### config.mk
export PLATFORM = sky130hd
export DESIGN_NAME = cseq_core
export DESIGN_NICKNAME = d
export VERILOG_FILES = /design/src/cseq_pkg.sv /design/src/cseq_core.sv
export SDC_FILE = /design/constraint.sdc
export NUM_CORES = 1
export LEC_CHECK = 0
export BUFFER_PORTS_ARGS = -buffer_cell sky130_fd_sc_hd__buf_2
export CAP_MARGIN = 40
export CORE_MARGIN = 4
export CORE_UTILIZATION = 58
export CTS_CLUSTER_DIAMETER = 150
export DETAILED_ROUTE_END_ITERATION = 6
export PLACE_DENSITY = 0.76
export SLEW_MARGIN = 10
export SYNTH_ARGS = -nofsm -noshare
export SYNTH_HDL_FRONTEND = slang
export SYNTH_SLANG_ARGS = --single-unit
### constraint.sdc
create_clock -name CLK -period 7.9 [get_ports CLK]
set_input_delay 1.58 -clock CLK [delete_from_list [all_inputs] [get_ports CLK]]
set_output_delay 1.58 -clock CLK [all_outputs]
set_load 0.02 [all_outputs]
### src/cseq_pkg.sv
/*
 * Constants and types for the CPU sequencer of the 4-bit tuning core.
 * Assumes a 250 MHz system clock and an instruction decoder outside.
 */
package cseq_pkg;

    // ------------------------------------------------------------
    // Widths and address map
    // ------------------------------------------------------------
    localparam int          PC_W          = 10;
    localparam logic [9:0]  PC_RESET      = 10'h000;
    localparam logic [9:0]  PC_LAST_VALID = 10'h3ef;
    localparam int          RAM_WORDS     = 48;
    localparam int          RAM_AW        = 6;
    localparam int          GREG_FIRST    = 8'h00;
    localparam int          GREG_LAST     = 8'h0f;
    localparam logic [5:0]  PA_DIR_ADDR   = 6'h1f;
    localparam logic [3:0]  PA_DIR_RESET  = 4'h0;

    // ------------------------------------------------------------
    // Bank flag encodings
    // ------------------------------------------------------------
    localparam logic [1:0]  BANK_ZERO     = 2'h0;
    localparam logic [1:0]  BANK_ONE      = 2'h1;
    localparam logic [1:0]  BANK_TWO      = 2'h2;

    // ------------------------------------------------------------
    // Timing
    // ------------------------------------------------------------
    localparam int          CLK_MHZ       = 250;
    localparam int          TICK_US       = 125000;
    localparam int          TICK_CYCLES   = TICK_US * CLK_MHZ;
    localparam int          CE_MIN_US     = 134;
    localparam int          CE_MIN_CYCLES = CE_MIN_US * CLK_MHZ;

    // ------------------------------------------------------------
    // Instruction kinds from the decoder
    // ------------------------------------------------------------
    typedef enum logic [3:0] {
        OP_PLAIN       = 4'h0,
        OP_JUMP        = 4'h1,
        OP_CALL        = 4'h2,
        OP_RET         = 4'h3,
        OP_RET_SKIP    = 4'h4,
        OP_SKIP_TEST   = 4'h5,
        OP_TICK_TEST   = 4'h6,
        OP_CLOCK_HALT  = 4'h7,
        OP_CARRY_SET   = 4'h8,
        OP_CARRY_CLEAR = 4'h9,
        OP_ARITH       = 4'ha,
        OP_ARITH_SKIP  = 4'hb,
        OP_BANK_ZERO   = 4'hc,
        OP_BANK_ONE    = 4'hd,
        OP_BANK_TWO    = 4'he,
        OP_PORT_OUT    = 4'hf
    } cseq_op_type;

    // ------------------------------------------------------------
    // Run states, one-hot
    // ------------------------------------------------------------
    typedef enum logic [3:0] {
        ST_RUN       = 4'h1,
        ST_WAIT_RUN  = 4'h2,
        ST_HALT      = 4'h4,
        ST_WAIT_HALT = 4'h8
    } cseq_state_type;

endpackage

### src/cseq_core.sv
/*
 * Program sequencing, return address, tick, carry and bank flags, data
 * memory with its plain access port.
 * Assumes the decoder pulses EXEC once per instruction with its kind.
 */
// Chosen here: strobed register access and the placing of the registers.
// Overview of operation
// Ten-bit binary instruction address counter
// Advance by one; jump and call load operand
// Skip sequences on; next instruction acts as no-op
// Call saves incremented address, one entry only
// Either return reloads the saved address
// Valid program addresses 000h to 3efh only
// Forty-eight four-bit words, lowest sixteen general registers
// Word 1fh gives port A directions
// Tick flag set every 125 ms, test clears
// Power-on clears tick; halt or CE rise sets
// No periodic set until first tick test
// Reset: address zero, bank zero, ports input
// CE rise waits for tick, restarts at zero
// After halt, CE rise restarts after tick set
// Test beats coincident set; no restart then
// Tick test skips when flag was clear
// Arithmetic updates carry; others leave it alone
// Dedicated set and clear carry instructions
// Bank instructions load 00, 01 or 10
// Data memory reachable only in bank zero
// Power-on and CE rise select bank zero
// Halt with CE low stops processor, keeps memory
// CE pulses below 134 us are ignored
// Tick source is free-running clock divider
`timescale 1ns/1ps
module cseq_core #(
    parameter int TICK_CYCLES   = cseq_pkg::TICK_CYCLES,
    parameter int CE_MIN_CYCLES = cseq_pkg::CE_MIN_CYCLES
) (
    input  wire logic        CLK,
    input  wire logic        RST_N,
    input  wire logic        CE,
    input  wire logic        EXEC,
    input  wire logic [3:0]  OP,
    input  wire logic [9:0]  OPERAND,
    input  wire logic        COND,
    input  wire logic        CARRY_IN,
    input  wire logic [5:0]  MEM_ADDR,
    input  wire logic [3:0]  MEM_WDATA,
    input  wire logic        MEM_WR,
    input  wire logic        MEM_RD,
    output logic      [3:0]  MEM_RDATA,
    output logic      [9:0]  PC,
    output logic             PC_INVALID,
    output logic             SKIP_NEXT,
    output logic             CARRY,
    output logic      [1:0]  BANK,
    output logic             TICK_FLAG,
    output logic             TICK_RESULT,
    output logic             HALTED,
    output logic             RESTART_WAIT,
    output logic             PORTS_INPUT,
    output logic      [3:0]  PORT_A_DIR
);

    // ------------------------------------------------------------
    // Reset release and CE input
    // ------------------------------------------------------------
    logic [1:0]  rst_sync_q;
    logic        rst_n_q;
    logic [1:0]  ce_sync_q;
    logic        ce_f_q;
    logic [15:0] ce_cnt_q;

    always_ff @(posedge CLK or negedge RST_N) begin
        if (!RST_N) begin
            rst_sync_q <= 2'h0;
        end else begin
            rst_sync_q <= {rst_sync_q[0], 1'b1};
        end
    end
    assign rst_n_q = rst_sync_q[1];

    // CE path starts high: a pin already high at power-on is no rising edge
    always_ff @(posedge CLK or negedge rst_n_q) begin
        if (!rst_n_q) begin
            ce_sync_q <= 2'h3;
        end else begin
            ce_sync_q <= {ce_sync_q[0], CE};
        end
    end

    // Filter is slow on purpose: a level must hold before anything reacts
    always_ff @(posedge CLK or negedge rst_n_q) begin
        if (!rst_n_q) begin
            ce_cnt_q <= 16'h0;
            ce_f_q   <= 1'b1;
        end else if (ce_sync_q[1] == ce_f_q) begin
            ce_cnt_q <= 16'h0;
        end else if (ce_cnt_q == 16'(CE_MIN_CYCLES - 1)) begin
            ce_cnt_q <= 16'h0;
            ce_f_q   <= ce_sync_q[1];
        end else begin
            ce_cnt_q <= ce_cnt_q + 16'h1;
        end
    end

    logic ce_f_prev_q;
    logic ce_rise;
    always_ff @(posedge CLK or negedge rst_n_q) begin
        if (!rst_n_q) begin
            ce_f_prev_q <= 1'b1;
        end else begin
            ce_f_prev_q <= ce_f_q;
        end
    end
    assign ce_rise = ce_f_q && !ce_f_prev_q;

    // ------------------------------------------------------------
    // Tick divider
    // ------------------------------------------------------------
    logic [24:0] div_q;
    logic        set_pulse;

    always_ff @(posedge CLK or negedge rst_n_q) begin
        if (!rst_n_q) begin
            div_q <= 25'h0;
        end else if (div_q == 25'(TICK_CYCLES - 1)) begin
            div_q <= 25'h0;
        end else begin
            div_q <= div_q + 25'h1;
        end
    end
    assign set_pulse = (div_q == 25'(TICK_CYCLES - 1));

    // ------------------------------------------------------------
    // Decode
    // ------------------------------------------------------------
    cseq_pkg::cseq_state_type state_q;
    cseq_pkg::cseq_op_type    op;
    logic skip_q;
    logic tick_q;
    logic armed_q;
    logic running;
    logic waiting;
    logic act;
    logic go;
    logic tick_test;
    logic restart;
    logic halt_req;
    logic skip_hit;
    logic tick_res;

    assign op        = cseq_pkg::cseq_op_type'(OP);
    assign running   = (state_q == cseq_pkg::ST_RUN) || (state_q == cseq_pkg::ST_WAIT_RUN);
    assign waiting   = (state_q == cseq_pkg::ST_WAIT_RUN) || (state_q == cseq_pkg::ST_WAIT_HALT);
    assign tick_test = EXEC && running && !skip_q && (op == cseq_pkg::OP_TICK_TEST);
    assign restart   = waiting && set_pulse && !tick_test;
    assign go        = EXEC && running && !restart;
    assign act       = go && !skip_q;
    assign halt_req  = act && (op == cseq_pkg::OP_CLOCK_HALT) && !ce_f_q;
    assign tick_res  = tick_q || (set_pulse && armed_q);

    always_comb begin
        case (op)
            cseq_pkg::OP_RET_SKIP,
            cseq_pkg::OP_SKIP_TEST,
            cseq_pkg::OP_ARITH_SKIP: skip_hit = COND;
            cseq_pkg::OP_TICK_TEST:  skip_hit = !tick_res;
            default:                 skip_hit = 1'b0;
        endcase
    end

    // ------------------------------------------------------------
    // Run state
    // ------------------------------------------------------------
    always_ff @(posedge CLK or negedge rst_n_q) begin
        if (!rst_n_q) begin
            state_q <= cseq_pkg::ST_RUN;
        end else begin
            case (state_q)
                cseq_pkg::ST_RUN: begin
                    if (halt_req) begin
                        state_q <= cseq_pkg::ST_HALT;
                    end else if (ce_rise) begin
                        state_q <= cseq_pkg::ST_WAIT_RUN;
                    end
                end
                cseq_pkg::ST_HALT: begin
                    if (ce_rise) begin
                        state_q <= cseq_pkg::ST_WAIT_HALT;
                    end
                end
                cseq_pkg::ST_WAIT_RUN,
                cseq_pkg::ST_WAIT_HALT: begin
                    if (restart) begin
                        state_q <= cseq_pkg::ST_RUN;
                    end
                end
                default: state_q <= cseq_pkg::ST_RUN;
            endcase
        end
    end

    // ------------------------------------------------------------
    // Program counter, return address, skip
    // ------------------------------------------------------------
    logic [9:0] pc_q;
    logic [9:0] ret_q;
    logic [9:0] pc_inc;
    assign pc_inc = pc_q + 10'h1;

    always_ff @(posedge CLK or negedge rst_n_q) begin
        if (!rst_n_q) begin
            pc_q <= cseq_pkg::PC_RESET;
        end else if (restart) begin
            pc_q <= cseq_pkg::PC_RESET;
        end else if (go) begin
            if (act && (op == cseq_pkg::OP_JUMP || op == cseq_pkg::OP_CALL)) begin
                pc_q <= OPERAND;
            end else if (act && (op == cseq_pkg::OP_RET || op == cseq_pkg::OP_RET_SKIP)) begin
                pc_q <= ret_q;
            end else begin
                pc_q <= pc_inc;
            end
        end
    end

    // One entry: a nested call overwrites the earlier return address
    always_ff @(posedge CLK or negedge rst_n_q) begin
        if (!rst_n_q) begin
            ret_q <= cseq_pkg::PC_RESET;
        end else if (act && op == cseq_pkg::OP_CALL) begin
            ret_q <= pc_inc;
        end
    end

    always_ff @(posedge CLK or negedge rst_n_q) begin
        if (!rst_n_q) begin
            skip_q <= 1'b0;
        end else if (restart) begin
            skip_q <= 1'b0;
        end else if (go) begin
            skip_q <= act && skip_hit;
        end
    end

    // ------------------------------------------------------------
    // Tick flag
    // ------------------------------------------------------------
    always_ff @(posedge CLK or negedge rst_n_q) begin
        if (!rst_n_q) begin
            armed_q <= 1'b0;
        end else if (tick_test) begin
            armed_q <= 1'b1;
        end
    end

    // Test wins over a coincident periodic set: that set is consumed
    always_ff @(posedge CLK or negedge rst_n_q) begin
        if (!rst_n_q) begin
            tick_q <= 1'b0;
        end else if (tick_test) begin
            tick_q <= 1'b0;
        end else if (restart || halt_req) begin
            tick_q <= 1'b1;
        end else if (set_pulse && armed_q) begin
            tick_q <= 1'b1;
        end
    end

    always_ff @(posedge CLK or negedge rst_n_q) begin
        if (!rst_n_q) begin
            TICK_RESULT <= 1'b0;
        end else if (tick_test) begin
            TICK_RESULT <= tick_res;
        end
    end

    // ------------------------------------------------------------
    // Carry, bank, port mode
    // ------------------------------------------------------------
    logic       carry_q;
    logic [1:0] bank_q;
    logic       pin_q;

    always_ff @(posedge CLK or negedge rst_n_q) begin
        if (!rst_n_q) begin
            carry_q <= 1'b0;
        end else if (act) begin
            case (op)
                cseq_pkg::OP_ARITH,
                cseq_pkg::OP_ARITH_SKIP:  carry_q <= CARRY_IN;
                cseq_pkg::OP_CARRY_SET:   carry_q <= 1'b1;
                cseq_pkg::OP_CARRY_CLEAR: carry_q <= 1'b0;
                default:                  carry_q <= carry_q;
            endcase
        end
    end

    always_ff @(posedge CLK or negedge rst_n_q) begin
        if (!rst_n_q) begin
            bank_q <= cseq_pkg::BANK_ZERO;
        end else if (restart) begin
            bank_q <= cseq_pkg::BANK_ZERO;
        end else if (act) begin
            case (op)
                cseq_pkg::OP_BANK_ZERO: bank_q <= cseq_pkg::BANK_ZERO;
                cseq_pkg::OP_BANK_ONE:  bank_q <= cseq_pkg::BANK_ONE;
                cseq_pkg::OP_BANK_TWO:  bank_q <= cseq_pkg::BANK_TWO;
                default:                bank_q <= bank_q;
            endcase
        end
    end

    always_ff @(posedge CLK or negedge rst_n_q) begin
        if (!rst_n_q) begin
            pin_q <= 1'b1;
        end else if (restart || halt_req) begin
            pin_q <= 1'b1;
        end else if (act && op == cseq_pkg::OP_PORT_OUT) begin
            pin_q <= 1'b0;
        end
    end

    // ------------------------------------------------------------
    // Data memory
    // ------------------------------------------------------------
    logic [3:0] ram_q [cseq_pkg::RAM_WORDS];
    logic [3:0] dir_q;
    logic [3:0] rdata_q;
    logic       mem_ok;

    assign mem_ok = (bank_q == cseq_pkg::BANK_ZERO) && (MEM_ADDR < 6'(cseq_pkg::RAM_WORDS));

    // Contents survive halt and restart; only the write port changes them
    always_ff @(posedge CLK) begin
        if (MEM_WR && mem_ok) begin
            ram_q[MEM_ADDR] <= MEM_WDATA;
        end
    end

    always_ff @(posedge CLK or negedge rst_n_q) begin
        if (!rst_n_q) begin
            dir_q <= cseq_pkg::PA_DIR_RESET;
        end else if (MEM_WR && mem_ok && MEM_ADDR == cseq_pkg::PA_DIR_ADDR) begin
            dir_q <= MEM_WDATA;
        end
    end

    always_ff @(posedge CLK or negedge rst_n_q) begin
        if (!rst_n_q) begin
            rdata_q <= 4'h0;
        end else if (MEM_RD && mem_ok) begin
            rdata_q <= ram_q[MEM_ADDR];
        end else begin
            rdata_q <= 4'h0;
        end
    end

    // ------------------------------------------------------------
    // Outputs
    // ------------------------------------------------------------
    assign MEM_RDATA    = rdata_q;
    assign PC           = pc_q;
    assign PC_INVALID   = (pc_q > cseq_pkg::PC_LAST_VALID);
    assign SKIP_NEXT    = skip_q;
    assign CARRY        = carry_q;
    assign BANK         = bank_q;
    assign TICK_FLAG    = tick_q;
    assign HALTED       = (state_q == cseq_pkg::ST_HALT) || (state_q == cseq_pkg::ST_WAIT_HALT);
    assign RESTART_WAIT = waiting;
    assign PORTS_INPUT  = pin_q;
    assign PORT_A_DIR   = pin_q ? 4'h0 : dir_q;

    // ------------------------------------------------------------
    // Checks
    // ------------------------------------------------------------
    AST_PC_STEP: assert property (@(posedge CLK) disable iff (!rst_n_q)
        (go && (!act || op == cseq_pkg::OP_PLAIN)) |=> pc_q == $past(pc_q) + 10'h1)
        else $error("pc did not advance by one");
    AST_JUMP: assert property (@(posedge CLK) disable iff (!rst_n_q)
        (act && op == cseq_pkg::OP_JUMP) |=> pc_q == $past(OPERAND))
        else $error("jump target not loaded");
    AST_CALL_RET: assert property (@(posedge CLK) disable iff (!rst_n_q)
        (act && op == cseq_pkg::OP_CALL) |=> ret_q == $past(pc_q) + 10'h1)
        else $error("return address wrong");
    AST_RETURN: assert property (@(posedge CLK) disable iff (!rst_n_q)
        (act && (op == cseq_pkg::OP_RET || op == cseq_pkg::OP_RET_SKIP)) |=> pc_q == $past(ret_q))
        else $error("return did not reload address");
    AST_SKIP_NOP: assert property (@(posedge CLK) disable iff (!rst_n_q)
        (go && skip_q && op == cseq_pkg::OP_CARRY_SET && !carry_q) |=> !carry_q)
        else $error("skipped instruction took effect");
    AST_TICK_TEST: assert property (@(posedge CLK) disable iff (!rst_n_q)
        tick_test |=> !tick_q && TICK_RESULT == $past(tick_res))
        else $error("tick test did not clear flag");
    AST_UNARMED: assert property (@(posedge CLK) disable iff (!rst_n_q)
        (!armed_q && !tick_q && !restart && !halt_req) |=> !tick_q)
        else $error("tick set before first test");
    AST_RESTART: assert property (@(posedge CLK) disable iff (!rst_n_q)
        restart |=> pc_q == cseq_pkg::PC_RESET && tick_q && bank_q == cseq_pkg::BANK_ZERO)
        else $error("restart state wrong");
    AST_CARRY_KEEP: assert property (@(posedge CLK) disable iff (!rst_n_q)
        (act && op == cseq_pkg::OP_JUMP) |=> $stable(carry_q))
        else $error("carry changed by non-arithmetic op");
    AST_BANK_GATE: assert property (@(posedge CLK) disable iff (!rst_n_q)
        (MEM_RD && bank_q != cseq_pkg::BANK_ZERO) |=> rdata_q == 4'h0)
        else $error("memory read outside bank zero");
    AST_HALT_FROZEN: assert property (@(posedge CLK) disable iff (!rst_n_q)
        (HALTED && !restart) |=> $stable(pc_q))
        else $error("pc moved while halted");

endmodule

==> results.py, run 1 <==
metrics = {
    "run_status": {
        "status": "completed",
    },
    "worst_setup_path": {
        "path_cells": "buf_2, buf_4, nor2b_1, a221oi_1, o221ai_1, o211ai_1, a2111oi_0",
        "crit_required_ns": 8.29,
        "critPathMaxStageDelay_ns": 0.59,
        "start_kind": "input pin",
        "arrival_ns": 4.24,
        "crit_path_end_kind": "flop",
        "cp_max_fo": 39,
        "critPathSlowestCell": "buf_2",
        "setup.worst_path.class": "input pin to flop",
    },
    "die": {
        "die_w_um": 153,
        "die_y_um": 153,
        "dieArea_um2": 23400,
        "rows": 52,
        "start_util": 0.597,
        "ioPinCount": 60,
        "fp.coreArea_um2": 20400,
    },
    "synthesis": {
        "ys_ff_latch": 279,
        "synth_nets": 947,
        "synth_area_leader_cell": "edfxtp_1",
        "synth_most_common_cell": "edfxtp_1",
        "synth-compound-area-share": 0.0871,
        "yosys_most_used_dff": "edfxtp_1",
        "synth-simple-area-share": 0.131,
        "yosysSeqAreaShare": 0.652,
        "synth_top_family_by_area": "simple AND/OR/NAND/NOR gates",
        "synth_cell_types": 71,
        "synthAdderAreaFrac": 0.00308,
        "synth_warnings": 0,
        "synth_edf_count": 192,
        "synthCells": 912,
        "yosysTopAreaCellShare": 0.473,
        "synthTopCellsByArea": "edfxtp_1 47%, dfrtp_1 17%, mux2_2 3.4%",
        "synth.top_cells.by_count": "192 x edfxtp_1, 110 x nor2_1, 81 x dfrtp_1",
        "synth.avg_cell_area_um2": 13.4,
        "synthArstFlopShare": 0.312,
        "synth-xor-area-share": 0.0316,
        "synth_area_um2": 12200,
        "yosys-mux-area-fraction": 0.0730,
    },
    "sta": {
        "worstMarginPinSlew_ns": 0.933,
        "hold_viol": 0,
        "tns_ns": 0,
        "layout_min_cycle_time_ns": 3.85,
        "setup_viol": 0,
        "slew_headroom": 0.377,
        "hold_ws_ns": 0.218,
        "grt_setup_unrepaired": "false",
        "fin_skew_ns": 0.0202,
        "slew_violations": 0,
        "fin_crit_sh": 0.487,
        "fmax_mhz": 260,
    },
    "cts": {
        "cts.sinks": 279,
        "htree_num_levels": 1,
        "postCtsResizedCells": 0,
        "cts_hold_buf": 0,
        "cts_tree": "built",
        "cts_buffer_depth": 3,
        "clkTransAtPathRegs_ns": 0.06,
        "clock_latency_ns": 0.54,
        "root_buffer": "clkbuf_16",
        "cts_setup_buffers": 0,
        "numCtsBuffers": 28,
    },
    "detailed_routing": {
        "drt_iter0_drc": 821,
        "drt-total-wl_mm": 28.6,
        "viasPerCell": 6.41,
        "routedWlPerCell_um": 22.7,
        "num_vias": 8071,
        "antenna_left": 0,
        "drc": 0,
        "first_pass_iters": 6,
    },
    "placement": {
        "gp_congestion": 0.959,
        "io_buffers": 59,
        "dp_hpwl_mm": 18.5,
    },
    "global_routing": {
        "grt_overflow": 0,
        "grt_pass1_vias": 7940,
        "grt_pass1_wl_mm": 45.1,
        "track_usage": 0.242,
        "grt_max_degree": 63,
        "antenna_found_initial": 0,
    },
    "pwr": {
        "leakage_uw": 0.00500,
        "power_density_nw_per_um2": 239,
        "ir_worst_vdd_mv": 0.161,
    },
    "job": {
        "maxCapViolCount": 0,
    },
    "final_layout": {
        "seq_area_um2": 7950,
        "multiInputGateArea_um2": 3980,
        "syn2layout_area_growth_pct": 12.2,
        "fin_nets": 1004,
        "layout-drive-gt1-share": 0.179,
        "antennaDiodeCount": 0,
        "fillCellCount": 1440,
    },
    "min_path": {
        "min_path_type": "flop to async pin",
    },
}
==> per-stage QoR <==
stage,cell area (um2),cells,power (uW),worst slack [ns],util
2_1_floorplan,12200,912,1870,4.44,-
3_3_place_gp,12700,1203,1980,3.68,0.620
3_5_place_dp,12800,1209,1990,3.59,0.626
4_1_cts,13700,1260,3290,4.12,0.670
5_1_grt,13700,1260,3390,3.84,0.670
6_report,13700,1260,3270,4.05,0.670
==> area by class of cell <==
type	count	share of cell area
sequential	279	0.581
inverter	16	0.00439
clock inverter	13	0.00969
clock buffer	38	0.0562
multi-input combinational	573	0.291
tap	270	0.0247
timing repair buffer	71	0.0326
==> flip-flops by register name, indices dropped and copies added (netlist names) <==
signal,flops
PC,10
TICK_RESULT,1
ce_cnt_q,16
TICK_FLAG,1
rst_sync_q,2
ret_q,10
SKIP_NEXT,1
CARRY,1
MEM_RDATA,4
ce_sync_q,2
ce_f_q,1
BANK,2
PORTS_INPUT,1
dir_q,4
div_q,25
ram_q,192
state_q,4
ce_f_prev_q,1
armed_q,1
==> routing by layer <==
metal  routed length, um  GRT usage  vias up
met5                   0          0        -
met4                 750     0.0658        0
met3                2870     0.0616       62
met2               13100      0.364      425
met1               11900      0.356     3991
li1                    -          -     3593
==> cells by family (layout without fill, tap and decap cells) <==
group | Yosys count | count (layout)
buf+inv | 60 | 138
other cells | 1 | 1
compound gates | 140 | 140
xor+xnor | 44 | 44
mux | 67 | 67
fa+ha+maj | 3 | 3
flops | 279 | 279
simple gates | 318 | 318
==> layout by cell type (no fill, tap or decap), drive strengths merged, types with 8 or more instances in the layout <==
master and n:
nand4 17, clkinv 10, nand3 26, edfxtp 192
nor2b 11, nor2 110, a221o 9, nor4 11
inv 16, a21oi 8, mux4 13, nand2 66
buf 71, o21ai 27, xor2 19, or3 9
xnor2 25, dfrtp 81, and3 15, mux2i 14
a22oi 12, mux2 40, nor3 15, and2 9
clkbuf 38, a221oi 14, a31oi 8
==> final timing paths <==
check | cells past startpoint | slack, ns | from | to
setup / recovery | 7 | 4.05 | MEM_ADDR[2] | MEM_RDATA[1]
max in group asynchronous | 1 | 6.57 | rst_sync_q[1] | SKIP_NEXT
setup reg to reg | 5 | 4.92 | div_q[5] | ret_q[1]
hold reg to reg | 0 | 0.22 | rst_sync_q[1] | ce_cnt_q[4]
hold / removal | 0 | 0.22 | rst_sync_q[1] | ce_cnt_q[4]
min in group CLK | 0 | 0.35 | rst_sync_q[0] | rst_sync_q[1]
==> power breakdown <==
| group | internal [uW] | switching [uW] |
|---|---|---|
| clock network | 775 | 534 |
| registers | 1610 | 49.9 |
| logic | 116 | 181 |
==> worst max-delay path: cells and delay by family <==
family,cells,cell delay (ns)
AOI/OAI and AO/OA,4,0.99
buffers and inverters,2,1.13
and+or+nand+nor,1,0.53
No activity file was read; power rests on OpenSTA's default activity.
==> run 2: changes to the inputs <==
Clock period 7.9 ns to 3.6 ns, I/O delays scaled along.
==> results.py, run 2 (synthesized netlist as in run 1, its figures left out) <==
metrics = {
    "sta": {
        "fin_skew_ns": 0.0163,
        "slew_violations": 0,
        "tns_ns": 0,
        "worstMarginPinSlew_ns": 0.764,
        "layout_min_cycle_time_ns": 2.75,
        "slew_headroom": 0.489,
        "fin_crit_sh": 0.764,
        "setup_viol": 0,
        "grt_setup_unrepaired": "false",
        "fmax_mhz": 364,
        "hold_viol": 0,
    },
    "die": {
        "start_util": 0.597,
        "die_y_um": 153,
        "fp.coreArea_um2": 20400,
        "die_w_um": 153,
        "ioPinCount": 60,
        "rows": 52,
        "dieArea_um2": 23400,
    },
    "cts": {
        "clock_latency_ns": 0.55,
        "cts_buffer_depth": 3,
        "clkTransAtPathRegs_ns": 0.06,
        "htree_num_levels": 1,
        "cts_tree": "built",
        "cts.sinks": 279,
        "root_buffer": "clkbuf_16",
        "postCtsResizedCells": 0,
        "numCtsBuffers": 28,
    },
    "job": {
        "maxCapViolCount": 0,
    },
    "detailed_routing": {
        "antenna_left": 0,
        "first_pass_iters": 6,
        "num_vias": 8093,
        "drt_iter0_drc": 938,
        "drt-total-wl_mm": 28.7,
        "routedWlPerCell_um": 22.6,
        "drc": 0,
        "viasPerCell": 6.36,
    },
    "global_routing": {
        "grt_max_degree": 47,
        "antenna_found_initial": 0,
        "busiest_layer": "met2",
        "grt_overflow": 0,
        "met1_usage": 0.356,
        "use_met2": 0.378,
        "grt_pass1_vias": 7899,
        "use_met3": 0.0472,
        "track_usage": 0.244,
        "grt_pass1_wl_mm": 45.7,
    },
    "pwr": {
        "ir_worst_vdd_mv": 0.401,
        "leakage_uw": 0.00506,
        "power_density_nw_per_um2": 520,
        "power.total_uw": 7170,
    },
    "placement": {
        "placed_cells_incl_taps": 1219,
        "gp_congestion": 0.965,
        "io_buffers": 59,
        "dp_hpwl_mm": 18.9,
    },
    "final_layout": {
        "fin_nets": 1015,
        "syn2layout_area_growth_pct": 12.9,
        "antennaDiodeCount": 0,
        "final_common_cell": "edfxtp_1",
        "fillCellCount": 1479,
        "layout_common_cells": "192 x edfxtp_1, 110 x nor2_1, 80 x dfrtp_1",
        "largest_reg_flops": 192,
        "largestRegisters": "ram_q x192, div_q x25, ce_cnt_q x16",
        "largest_register": "ram_q",
        "fin_cells": 1272,
        "layout-drive-gt1-share": 0.192,
    },
    "worst_setup_path": {
        "cp_max_fo": 9,
        "arrival_ns": 3.19,
        "setup.worst_path.class": "flop to flop",
        "crit_required_ns": 4.04,
        "critPathLaunch": "div_q[5]",
        "r2r_start": "div_q[5]",
        "crit_path_end_kind": "flop",
        "start_kind": "flop",
    },
    "min_path": {
        "min_path_type": "flop to async pin",
    },
    "run_status": {
        "status": "completed",
    },
}
[run 2: cell types whose count changed in the layout (fill, tap and decap cells not counted)]
cell	previous run	this run
buf_4	7	17
clkbuf_1	8	4
clkinv_2	4	7
buf_12	3	4
buf_6	1	0
bufinv_16	3	2
clkinv_4	0	1
dlygate4sd3_1	0	1
inv_6	0	1
inv_8	0	1
[run 2: power breakdown]
part | switching, uW | total (uW) | internal [uW] | leakage [uW]
combinational | 398 | 661 | 263 | 0.00176
clock | 1220 | 2850 | 1640 | 0.000449
sequential | 109 | 3650 | 3540 | 0.00286
[run 2: metrics by stage]
stage | setup slack (ns) | hold slack (ns) | util | area (um2)
3_5_place_dp | 0.522 | 0.258 | 0.630 | 12900
2_1_floorplan | 0.996 | 0.331 | - | 12200
3_3_place_gp | 0.628 | 0.335 | 0.624 | 12800
4_1_cts | 0.897 | 0.257 | 0.674 | 13800
6_report | 0.849 | 0.253 | 0.674 | 13800
5_1_grt | 0.791 | 0.263 | 0.674 | 13800
[run 2: path summary, 6_finish.rpt]
path	slack (ns)	depth (start not counted)	endpoint
setup / recovery	0.85	5	PC[3]
min in group CLK	0.27	1	ce_sync_q[0]
setup reg to reg	0.85	5	PC[3]
hold / removal	0.25	0	div_q[3]
max in group asynchronous	2.66	1	ce_sync_q[0]
hold reg to reg	0.25	0	div_q[3]
[run 2: layout make-up]
cell class                 count  area [um2]  area share
multi-input combinational    573        3980       0.289
sequential                   279        7950       0.577
inverter                      16        60.1     0.00436
clock inverter                18         146      0.0106
timing repair buffer          82         541      0.0392
clock buffer                  34         754      0.0548
tap                          270         338      0.0245
[run 2: worst max-delay path: stages (launching register included)]
cell	delay, ns
dfrtp_1	0.45
or4b_1	0.54
or4_4	0.63
nor3_1	0.45
nor2_1	0.28
a22o_1	0.30
[run 2: timing repair]
action	4_1_cts	5_1_grt
endpoints found under the hold margin	2	0
hold buffers	1	0
buffers inserted	0	0
[run 2: routing by layer]
| metal | wire length [um] | part of all wire |
|---|---|---|
| met1 | 11900 | 0.41 |
| met2 | 13200 | 0.46 |
| met3 | 2660 | 0.093 |
| met4 | 1030 | 0.036 |
| met5 | 0 | 0 |
